`config.mk`:
```
export PLATFORM = sky130hd
export DESIGN_NAME = i2c_filter_stop_range
export DESIGN_NICKNAME = d
export VERILOG_FILES = /design/src/i2c_fsr_pkg.sv /design/src/i2c_filter_stop_range.sv
export SDC_FILE = /design/constraint.sdc
export NUM_CORES = 1
export LEC_CHECK = 0
export BUFFER_PORTS_ARGS = -buffer_cell sky130_fd_sc_hd__buf_2
export CAP_MARGIN = 20
export CORE_ASPECT_RATIO = 1.5
export CORE_UTILIZATION = 50
export DETAILED_ROUTE_END_ITERATION = 6
export MAX_ROUTING_LAYER = met4
export PLACE_DENSITY = 0.83
export SYNTH_ARGS = -nofsm -noshare
export SYNTH_HDL_FRONTEND = slang
export SYNTH_SLANG_ARGS = --single-unit
```
`constraint.sdc`:
```
create_clock -name clk_sys -period 1.7 [get_ports clk_sys]
set_input_delay 0.255 -clock clk_sys [delete_from_list [all_inputs] [get_ports clk_sys]]
set_output_delay 0.255 -clock clk_sys [all_outputs]
set_load 0.01 [all_outputs]
```
`src/i2c_fsr_pkg.sv`:
```
// Purpose: Shared constants and types for the filter, stop and range block.
// Assumes: Eight-bit registers on a plain strobe port.
// Notes:   Offsets are register indexes on the local port.
package i2c_fsr_pkg;

	localparam logic [3:0] FLT_OFS       = 4'h6;
	localparam logic [3:0] RA_OFS        = 4'h7;
	localparam logic [3:0] MATCH_CFG_OFS = 4'h8;
	localparam logic [3:0] STATUS_OFS    = 4'h9;

	localparam int STOP_HOLDOFF_ENABLE_BIT   = 7;
	localparam int BUS_STOP_FLAG_BIT  = 6;
	localparam int BUS_STOP_IRQ_ENABLE_BIT = 5;
	localparam int FLTW       = 5;

	localparam logic [7:0] FLT_RST = 8'h00;
	localparam logic [6:0] RA_RST  = 7'h00;
	localparam logic [6:0] A1_RST  = 7'h00;

	typedef struct packed {
		logic [3:0] addr;
		logic [7:0] wdata;
		logic       wr;
		logic       rd;
	} reg_req_t;

	typedef enum logic [1:0] {
		RUN,
		HOLD,
		STOPPED
	} stop_state_t;

endpackage : i2c_fsr_pkg

```
`src/i2c_filter_stop_range.sv`:
```
// Purpose: Input glitch filter, stop hold-off, stop detection and range
//          slave address matching of an I2C controller.
// Assumes: Bus pins arrive synchronous to clk_sys.
// Notes:   Index 8 holds the own address, index 9 the status bits.
// Function
// - Hold-off on: delay stop acknowledge until current byte finishes.
// - Hold-off on: acknowledge stop on the next clock when idle or disabled.
// - Hold-off off: never gate or delay stop entry.
// - Module irq enable set before stop: raise transfer-complete irq on wake.
// - Stop condition sets stop flag; write one clears, zero ignored.
// - Stop interrupt requested only while stop irq enable set.
// - Stop flag still set with stop irq enable set when module flag cleared reasserts module flag.
// - Filter width counts bus clocks; zero bypasses filter.
// - Setting n blocks pulses of n or fewer bus clocks.
// - Range address holds seven-bit address in upper seven bits.
// - Nonzero write to range address enables it for matching.
// - Range address is inclusive upper limit when range matching on.
// - Range register bit zero is reserved and reads zero.
// - Range match: address above primary and at or below range address.
//
// The implementer's own choice: the strobed register port.
module i2c_filter_stop_range
	import i2c_fsr_pkg::*;
(
	// Clock and reset.
	input  wire logic        clk_sys,
	input  wire logic        srst,
	// Register port.
	input  wire logic [3:0]  reg_addr,
	input  wire logic [7:0]  reg_wdata,
	input  wire logic        reg_wr,
	input  wire logic        reg_rd,
	output logic      [7:0]  reg_rdata,
	// Raw bus inputs and filtered outputs.
	input  wire logic        scl_in,
	input  wire logic        sda_in,
	output logic             scl_filt,
	output logic             sda_filt,
	// Controller context.
	input  wire logic        module_enable,
	input  wire logic        xfer_busy,
	input  wire logic        byte_done,
	input  wire logic        module_irq_enable,
	input  wire logic        module_irq_flag_clear,
	input  wire logic [6:0]  rx_address,
	// Stop mode handshake.
	input  wire logic        stop_req,
	output logic             stop_ack,
	// Results.
	output logic             addr_match,
	output logic             module_irq_flag,
	output logic             transfer_complete_flag,
	output logic             stop_irq_req
);
	import i2c_fsr_pkg::*;

	logic [7:0]  flt_r;
	logic [6:0]  range_upper_address_r;
	logic        range_en_r;
	logic        range_match_enable_r;
	logic [6:0]  primary_own_address_r;
	logic        scl_f_r;
	logic        sda_f_r;
	logic        scl_f_d_r;
	logic        sda_f_d_r;
	logic        bus_stop_flag_r;
	logic        irq_flag_r;
	logic        tcf_r;
	logic        irq_armed_r;
	logic        wake_irq_r;
	stop_state_t st_r;
	logic [FLTW-1:0] scl_cnt_r;
	logic [FLTW-1:0] sda_cnt_r;
	logic        stop_seen;
	logic        wr_flt;
	logic        wr_ra;
	logic        wr_cfg;
	logic        wr_status;

	// Counts the samples in which the raw line differs from its accepted level.
	function automatic logic [FLTW-1:0] filt_cnt(
		input logic [FLTW-1:0] cnt,
		input logic            raw,
		input logic            filt
	);
		filt_cnt = (raw == filt) ? '0 : cnt + 1'b1;
	endfunction : filt_cnt

	//--------------------------------------------------------------
	// Register writes.
	//--------------------------------------------------------------
	always_comb
	begin
		wr_flt = 1'b0;
		wr_ra = 1'b0;
		wr_cfg = 1'b0;
		wr_status = 1'b0;
		if (reg_wr && reg_addr == FLT_OFS)
			wr_flt = 1'b1;
		else if (reg_wr && reg_addr == RA_OFS)
			wr_ra = 1'b1;
		else if (reg_wr && reg_addr == MATCH_CFG_OFS)
			wr_cfg = 1'b1;
		else if (reg_wr && reg_addr == STATUS_OFS)
			wr_status = 1'b1;
	end

	always_ff @(posedge clk_sys)
	begin
		if (srst)
			flt_r <= FLT_RST;
		else if (wr_flt)
			flt_r <= reg_wdata;
	end

	// Any nonzero write enables the range register for matching.
	always_ff @(posedge clk_sys)
	begin
		if (srst)
		begin
			range_upper_address_r <= RA_RST;
			range_en_r <= 1'b0;
		end
		else if (wr_ra)
		begin
			range_upper_address_r <= reg_wdata[7:1];
			range_en_r <= (reg_wdata != 8'h00);
		end
	end

	// The own match register holds the primary address and the range mode.
	always_ff @(posedge clk_sys)
	begin
		if (srst)
		begin
			range_match_enable_r <= 1'b0;
			primary_own_address_r <= A1_RST;
		end
		else if (wr_cfg)
		begin
			range_match_enable_r <= reg_wdata[0];
			primary_own_address_r <= reg_wdata[7:1];
		end
	end

	//--------------------------------------------------------------
	// Glitch filter.
	//--------------------------------------------------------------
	// A level is accepted once it has differed for more than n clocks.
	always_ff @(posedge clk_sys)
	begin
		if (srst)
		begin
			scl_cnt_r <= '0;
			sda_cnt_r <= '0;
			scl_f_r <= 1'b1;
			sda_f_r <= 1'b1;
		end
		else if (flt_r[FLTW-1:0] == '0)
		begin
			scl_cnt_r <= '0;
			sda_cnt_r <= '0;
			scl_f_r <= scl_in;
			sda_f_r <= sda_in;
		end
		else
		begin
			scl_cnt_r <= filt_cnt(scl_cnt_r, scl_in, scl_f_r);
			sda_cnt_r <= filt_cnt(sda_cnt_r, sda_in, sda_f_r);
			if (scl_in != scl_f_r && scl_cnt_r >= flt_r[FLTW-1:0])
			begin
				scl_f_r <= scl_in;
				scl_cnt_r <= '0;
			end
			if (sda_in != sda_f_r && sda_cnt_r >= flt_r[FLTW-1:0])
			begin
				sda_f_r <= sda_in;
				sda_cnt_r <= '0;
			end
		end
	end

	assign scl_filt = scl_f_r;
	assign sda_filt = sda_f_r;

	//--------------------------------------------------------------
	// Stop detection and flags.
	//--------------------------------------------------------------
	always_ff @(posedge clk_sys)
	begin
		if (srst)
		begin
			scl_f_d_r <= 1'b1;
			sda_f_d_r <= 1'b1;
		end
		else
		begin
			scl_f_d_r <= scl_f_r;
			sda_f_d_r <= sda_f_r;
		end
	end

	// A stop is data rising while the clock has been high for two samples.
	assign stop_seen = scl_f_r && scl_f_d_r && sda_f_r && !sda_f_d_r;

	// Detection wins over a simultaneous clear.
	always_ff @(posedge clk_sys)
	begin
		if (srst)
			bus_stop_flag_r <= 1'b0;
		else if (stop_seen)
			bus_stop_flag_r <= 1'b1;
		else if (wr_flt && reg_wdata[BUS_STOP_FLAG_BIT])
			bus_stop_flag_r <= 1'b0;
	end

	assign stop_irq_req = bus_stop_flag_r && flt_r[BUS_STOP_IRQ_ENABLE_BIT];

	// The module flag is re-set while a gated stop flag is pending.
	always_ff @(posedge clk_sys)
	begin
		if (srst)
			irq_flag_r <= 1'b0;
		else if (stop_irq_req || (stop_seen && flt_r[BUS_STOP_IRQ_ENABLE_BIT]))
			irq_flag_r <= 1'b1;
		else if (wake_irq_r)
			irq_flag_r <= 1'b1;
		else if (module_irq_flag_clear)
			irq_flag_r <= 1'b0;
	end

	assign module_irq_flag = irq_flag_r;

	//--------------------------------------------------------------
	// Stop mode hold-off.
	//--------------------------------------------------------------
	// Hold-off waits for the byte in flight; an idle or disabled module
	// goes straight to the stopped state on the next clock.
	always_ff @(posedge clk_sys)
	begin
		if (srst)
			st_r <= RUN;
		else
			case (st_r)
				RUN:
					if (stop_req)
					begin
						if (flt_r[STOP_HOLDOFF_ENABLE_BIT] && module_enable && xfer_busy
						    && !byte_done)
							st_r <= HOLD;
						else
							st_r <= STOPPED;
					end
				HOLD:
					if (!stop_req)
						st_r <= RUN;
					else if (byte_done || !xfer_busy)
						st_r <= STOPPED;
				STOPPED:
					if (!stop_req)
						st_r <= RUN;
				default:
					st_r <= RUN;
			endcase
	end

	// Without hold-off the acknowledge follows the request directly.
	assign stop_ack = flt_r[STOP_HOLDOFF_ENABLE_BIT] ? (st_r == STOPPED)
	                                  : stop_req;

	// The module interrupt enable is latched while the acknowledge stands,
	// and leaving stop mode turns it into a one-cycle wake pulse.
	always_ff @(posedge clk_sys)
	begin
		if (srst)
		begin
			irq_armed_r <= 1'b0;
			wake_irq_r <= 1'b0;
		end
		else
		begin
			wake_irq_r <= 1'b0;
			if (stop_req && stop_ack && !irq_armed_r)
				irq_armed_r <= module_irq_enable;
			else if (!stop_req && irq_armed_r)
			begin
				irq_armed_r <= 1'b0;
				wake_irq_r <= 1'b1;
			end
		end
	end

	// A byte end or a wake sets the complete flag; a busy bus clears it.
	always_ff @(posedge clk_sys)
	begin
		if (srst)
			tcf_r <= 1'b0;
		else if (byte_done || wake_irq_r)
			tcf_r <= 1'b1;
		else if (xfer_busy)
			tcf_r <= 1'b0;
	end

	assign transfer_complete_flag = tcf_r;

	//--------------------------------------------------------------
	// Address matching.
	//--------------------------------------------------------------
	// The range register matches on its own like the primary address, and
	// with range matching on it also bounds the range from above.
	always_comb
	begin
		addr_match = (rx_address == primary_own_address_r);
		if (range_en_r && rx_address == range_upper_address_r)
			addr_match = 1'b1;
		if (range_match_enable_r && range_en_r
		    && rx_address > primary_own_address_r
		    && rx_address <= range_upper_address_r)
			addr_match = 1'b1;
	end

	//--------------------------------------------------------------
	// Register reads.
	//--------------------------------------------------------------
	// Read data stand in the cycle after each cycle that reg_rd is high and are zero otherwise.
	always_ff @(posedge clk_sys)
	begin
		if (srst)
			reg_rdata <= 8'h00;
		else if (!reg_rd)
			reg_rdata <= 8'h00;
		else if (reg_addr == FLT_OFS)
			reg_rdata <= {flt_r[STOP_HOLDOFF_ENABLE_BIT], bus_stop_flag_r,
			              flt_r[BUS_STOP_IRQ_ENABLE_BIT], flt_r[FLTW-1:0]};
		else if (reg_addr == RA_OFS)
			reg_rdata <= {range_upper_address_r, 1'b0};
		else if (reg_addr == MATCH_CFG_OFS)
			reg_rdata <= {primary_own_address_r, range_match_enable_r};
		else if (reg_addr == STATUS_OFS)
			reg_rdata <= {4'h0, range_en_r, tcf_r, irq_flag_r, stop_ack};
		else
			reg_rdata <= 8'h00;
	end

endmodule : i2c_filter_stop_range

```
-- Word level (Yosys, flattened, before mapping)
Cells that the tools add are included.
- multiplexer cells: 33
- add/subtract/negate cells: 2
- bitwise operators: 1
- reduce and logical (&&, ||, !) cells: 43
- $lt $le $gt $ge: 4
- eq/ne operators: 15
- operator list (operator ; number):
    $mux W8 ; 3
    $mux W1 ; 23
    $logic_and A1 B1 Y1 ; 21
    $eq A7 B7 Y1 ; 2
    $add A5 B1 Y5 const B ; 2
    $ge A5 B5 Y1 ; 2
    $mux W2 ; 5
    $reduce_bool A2 Y1 ; 5
    $eq A4 B3 Y1 const B ; 2
    $eq A4 B4 Y1 const B ; 2
    $reduce_bool A8 Y1 ; 1
    $reduce_or A4 Y1 ; 2
    $gt A7 B7 Y1 ; 1
    $le A7 B7 Y1 ; 1
    $pmux W2 S3 ; 1
    $logic_not A1 Y1 ; 5
    $logic_not A5 Y1 ; 1
    $mux W4 ; 1
    $ne A2 B2 Y1 const B ; 2
    $reduce_or A2 Y1 ; 2
    $logic_or A1 B1 Y1 ; 3
    $ne A3 B3 Y1 const B ; 1
    $reduce_and A3 Y1 ; 1
    $reduce_bool A3 Y1 ; 1
    6 further kinds ; 8
- output and inout bits: 15
- bits of input ports: 31
- register bits after elaboration: 53

-- Depth between registers and ports, before layout
- depth after elaboration: 6
- mapped depth: 7
- mapped depth without buffers: 7

-- Worst setup path after synthesis
No wires, ideal clock.
- path type: register -> output
- start point: register range_upper_address_r[1]
- end point: output addr_match
- slack: -0.215 ns
- path buffers: 0
- data arrival time: 1.660 ns
- stages on the path, launching flop included: 8
- cells stage by stage: dfxtp_1 > inv_1 > ha_1 > nor2b_1 > o211ai_2 > a21oi_1 > or4_1 > o21ai_1
- word-level cells in the longest chain between the ends: 4
- RTL lines (what ; RTL line ; text):
    start, declared ; i2c_filter_stop_range.sv:58 ; logic [6:0] range_upper_address_r;
    start signal, assigned ; i2c_filter_stop_range.sv:126 ; range_upper_address_r <= reg_wdata[7:1];
    branches (longest 3 deep; another with $le A7 B7 Y1) ; - ;
    $mux W1 * ; i2c_filter_stop_range.sv:316 ; if (range_match_enable_r && range_en_r
    end, declared ; i2c_filter_stop_range.sv:50 ; output logic addr_match,
Mark *: on every way between the ends.

-- Final worst setup path
Same ends and word-level chain as after synthesis.

==> flow_summary.toml <==
[critical_path]
slowest_stage = "or4_1"
worstPathRequired_ps = 1440
worstPathMaxFanout = 2
crit_path_end_kind = "output pin"
cp.buffers_inverters = 2
crit_chain = "inv_2, ha_4, nor2b_4, o211ai_2, a21oi_2, or4_1, o21ai_2, buf_2"
cp_top_family = "simple AND/OR/NAND/NOR gates"
slowest_delay_ps = 420
worstSetupStartpointType = "flip-flop"
worst-setup-path-type = "reg -> out"
cp_data_arrival_time_ps = 1950

[pwr]
power_density_nw_per_um2 = 685
p_leak_nw = 1.40
combPwrFrac = 0.112
p_seq_frac = 0.558
power.switching_mw = 0.528
p_int_mw = 1.71
total_power_mw = 2.24
clkPwrFrac = 0.330
peakVddDrop_mv = 0.665
swShare = 0.236

[run_status]
outcome = "complete, but fails checks"
violations = "setup timing"

[placement]
port_buffers = 45
place_ws_ps = -298
dp.cells = 432
dp_hpwl_um = 4680
place.gp.congestion = 0.887

[global_routing]
first_global_vias = 2390
grt_pass1_wl_um = 10100
grt_max_degree = 28
antenna_found_initial = 0
grt_util_all_layers = 0.250
gr-total-overflow = 0

[yosys]
synth_edf_count = 0
async_flop_share = 0
synth_common_cells = "dfxtp_1 (52), nor2_1 (46), a21oi_1 (30), ha_1 (26), inv_1 (25)"
synth.cell_area_sq_um = 2650
yosysTopAreaCell = "dfxtp_1"
yosys_warnings = 0
yosysTopAreaCellShare = 0.393
synth_ff_type = "dfxtp_1"
yosysMostFrequentCell = "dfxtp_1"
synth_cell_types = 39
synth_seq_area_share = 0.393
synthTopCellsByArea = "dfxtp_1 (39%), ha_1 (12%), nor2_1 (6.5%), a21oi_1 (5.7%), mux2i_1 (5.7%)"
ys_ff_latch = 52
syn_nets = 366
syn_inst = 309
avgSynthCellArea_sq_um = 8.58

[sta]
worst_slack_ps = -505
whs_ps = 147
setup_viol = 1
relSlewSlack = 0.717
hold_viol = 0
worstMarginPinSlew_ps = 424
fin_skew_ps = 6.09
slew_viol_final = 0
fin_crit_ps = 2210
rsz0062_at_grt = "yes"
max_freq_ghz = 0.453
period_share = 1.30

[drt]
drc = 0
vias = 2385
ant_nets = 0
top_layer_used = "met4"
drtPass1Iterations = 4
drtIter0Drc = 69
wl_met2_um = 3410
wl_met3_um = 275
drt-met1-wl_um = 2360
via_per_inst = 5.40
routed_wl_um = 6270
routedWlPerCell_um = 14.2

[floorplan]
die-width_um = 61.4
die_h_um = 91.2
initial_core_util = 0.517
core_area_sq_um = 5120
rows = 32
ioPinCount = 46
dieArea_sq_um = 5600

[cts]
clock_path_buffers = 2
clkTransAtPathRegs_ps = 90
cts_tree = "done"
cts-root-buf = "clkbuf_8"
h-tree-depth = 2
cts.sink_count = 52
clkLatencyLatePin_ps = 300
cts_made_buffers = 5

[run]
maxCapViolCount = 0

[final_layout]
nets = 431
drive_above_1_share = 0.281
layout.cells.non_filler = 442
antenna_cells = 0
syn2layout_area_growth_pct = 23.2
fillers = 469
finish.utilization = 0.637

[min_path]
min_path_type = "in -> reg"
==> placed cells by master, fill, tap and decap left out, types with 2 or more instances in the layout <==
| cell | Yosys | routed |
|---|---|---|
| dfxtp_1 | 52 | 47 |
| nand2_2 | 0 | 2 |
| mux2i_1 | 15 | 15 |
| nand2_1 | 20 | 18 |
| and3b_1 | 2 | 2 |
| a31oi_2 | 0 | 2 |
| nor2_1 | 46 | 46 |
| buf_2 | 4 | 45 |
| and2_1 | 2 | 2 |
| clkbuf_8 | 2 | 7 |
| o21ai_1 | 5 | 6 |
| a21oi_1 | 30 | 27 |
| nor4_1 | 3 | 3 |
| ha_1 | 26 | 23 |
| nand3b_1 | 2 | 2 |
| nand4_1 | 2 | 2 |
| xor2_1 | 4 | 4 |
| nand3_1 | 13 | 13 |
| ha_4 | 0 | 3 |
| dfxtp_2 | 0 | 5 |
| a22oi_1 | 8 | 8 |
| o21ai_0 | 10 | 8 |
| and3_2 | 2 | 2 |
| inv_1 | 25 | 24 |
| buf_4 | 1 | 25 |
| nor2b_1 | 5 | 4 |
| a31oi_1 | 4 | 2 |
| nand2b_1 | 5 | 5 |
| xnor2_1 | 4 | 4 |
| a21oi_2 | 0 | 3 |
| or2_2 | 2 | 2 |
==> flip-flops by register name (all words and copies together), names as in the netlist <==
register and cells:
bus_stop_flag_r 1, flt_r 7, irq_armed_r 1, module_irq_flag 1
primary_own_address_r 7, range_en_r 1, range_match_enable_r 1, range_upper_address_r 7
reg_rdata 8, scl_cnt_r 5, scl_f_d_r 1, scl_filt 1
sda_cnt_r 5, sda_f_d_r 1, sda_filt 1, st_r 2
transfer_complete_flag 1, wake_irq_r 1
==> path summary, 6_finish.rpt <==
path / from / endpoint / slack (ps) / cells after the start
setup / recovery: range_upper_address_r[1] / addr_match / -510 / 8
hold / removal: stop_req / wake_irq_r / 150 / 2
setup reg to reg: flt_r[2] / sda_filt / 70 / 7
hold reg to reg: st_r[1] / st_r[0] / 450 / 1
==> through the flow <==
stage / TNS (ps) / area [sq um]
floorplan: -53.0 / 2660
global placement: -249 / 3060
detailed placement: -411 / 3060
CTS: -439 / 3210
global route: -614 / 3270
finish: -505 / 3270
==> timing repair <==
| action | in CTS | in global routing |
|---|---|---|
| pin swaps | 3 | 6 |
| hold endpoints to repair | 0 | 0 |
| hold buffers | 0 | 0 |
| resized for setup | 9 | 10 |
| setup buffers | 0 | 3 |
| endpoints found under the setup margin | 7 | 11 |
==> routing by layer <==
layer	global-route usage	up-vias
li1	-	1185
met1	0.254	1100
met2	0.422	82
met3	0.0527	18
met4	0.144	0
met5	-	-
==> layout make-up <==
cell class / count / area [sq um] / area share
clock buffers: 7 / 96.3 / 0.0295
repair buffers: 70 / 413 / 0.126
multi-input cells: 220 / 1530 / 0.469
well taps: 68 / 85.1 / 0.0261
flip-flops and latches: 52 / 1050 / 0.321
inverters: 25 / 93.8 / 0.0287
==> power by group through the flow <==
stage / Sequential, mW / Combinational [mW] / Clock [mW]
floorplan: 1.28 / 0.129 / 0
global placement: 1.28 / 0.215 / 0
detailed placement: 1.28 / 0.224 / 0
CTS: 1.25 / 0.239 / 0.753
global route: 1.25 / 0.277 / 0.797
finish: 1.25 / 0.250 / 0.739
==> logic make-up after synthesis <==
kind of cell,count (synthesis),synth area share
and+or+nand+nor,110,0.203
AOI/OAI and AO/OA,60,0.128
DFF,52,0.393
buffers and inverters,37,0.0661
adders and majority gates,26,0.123
muxes,16,0.0609
xor gates and xnor gates,8,0.0264
Note: power is estimated with default switching activity, not from simulation.
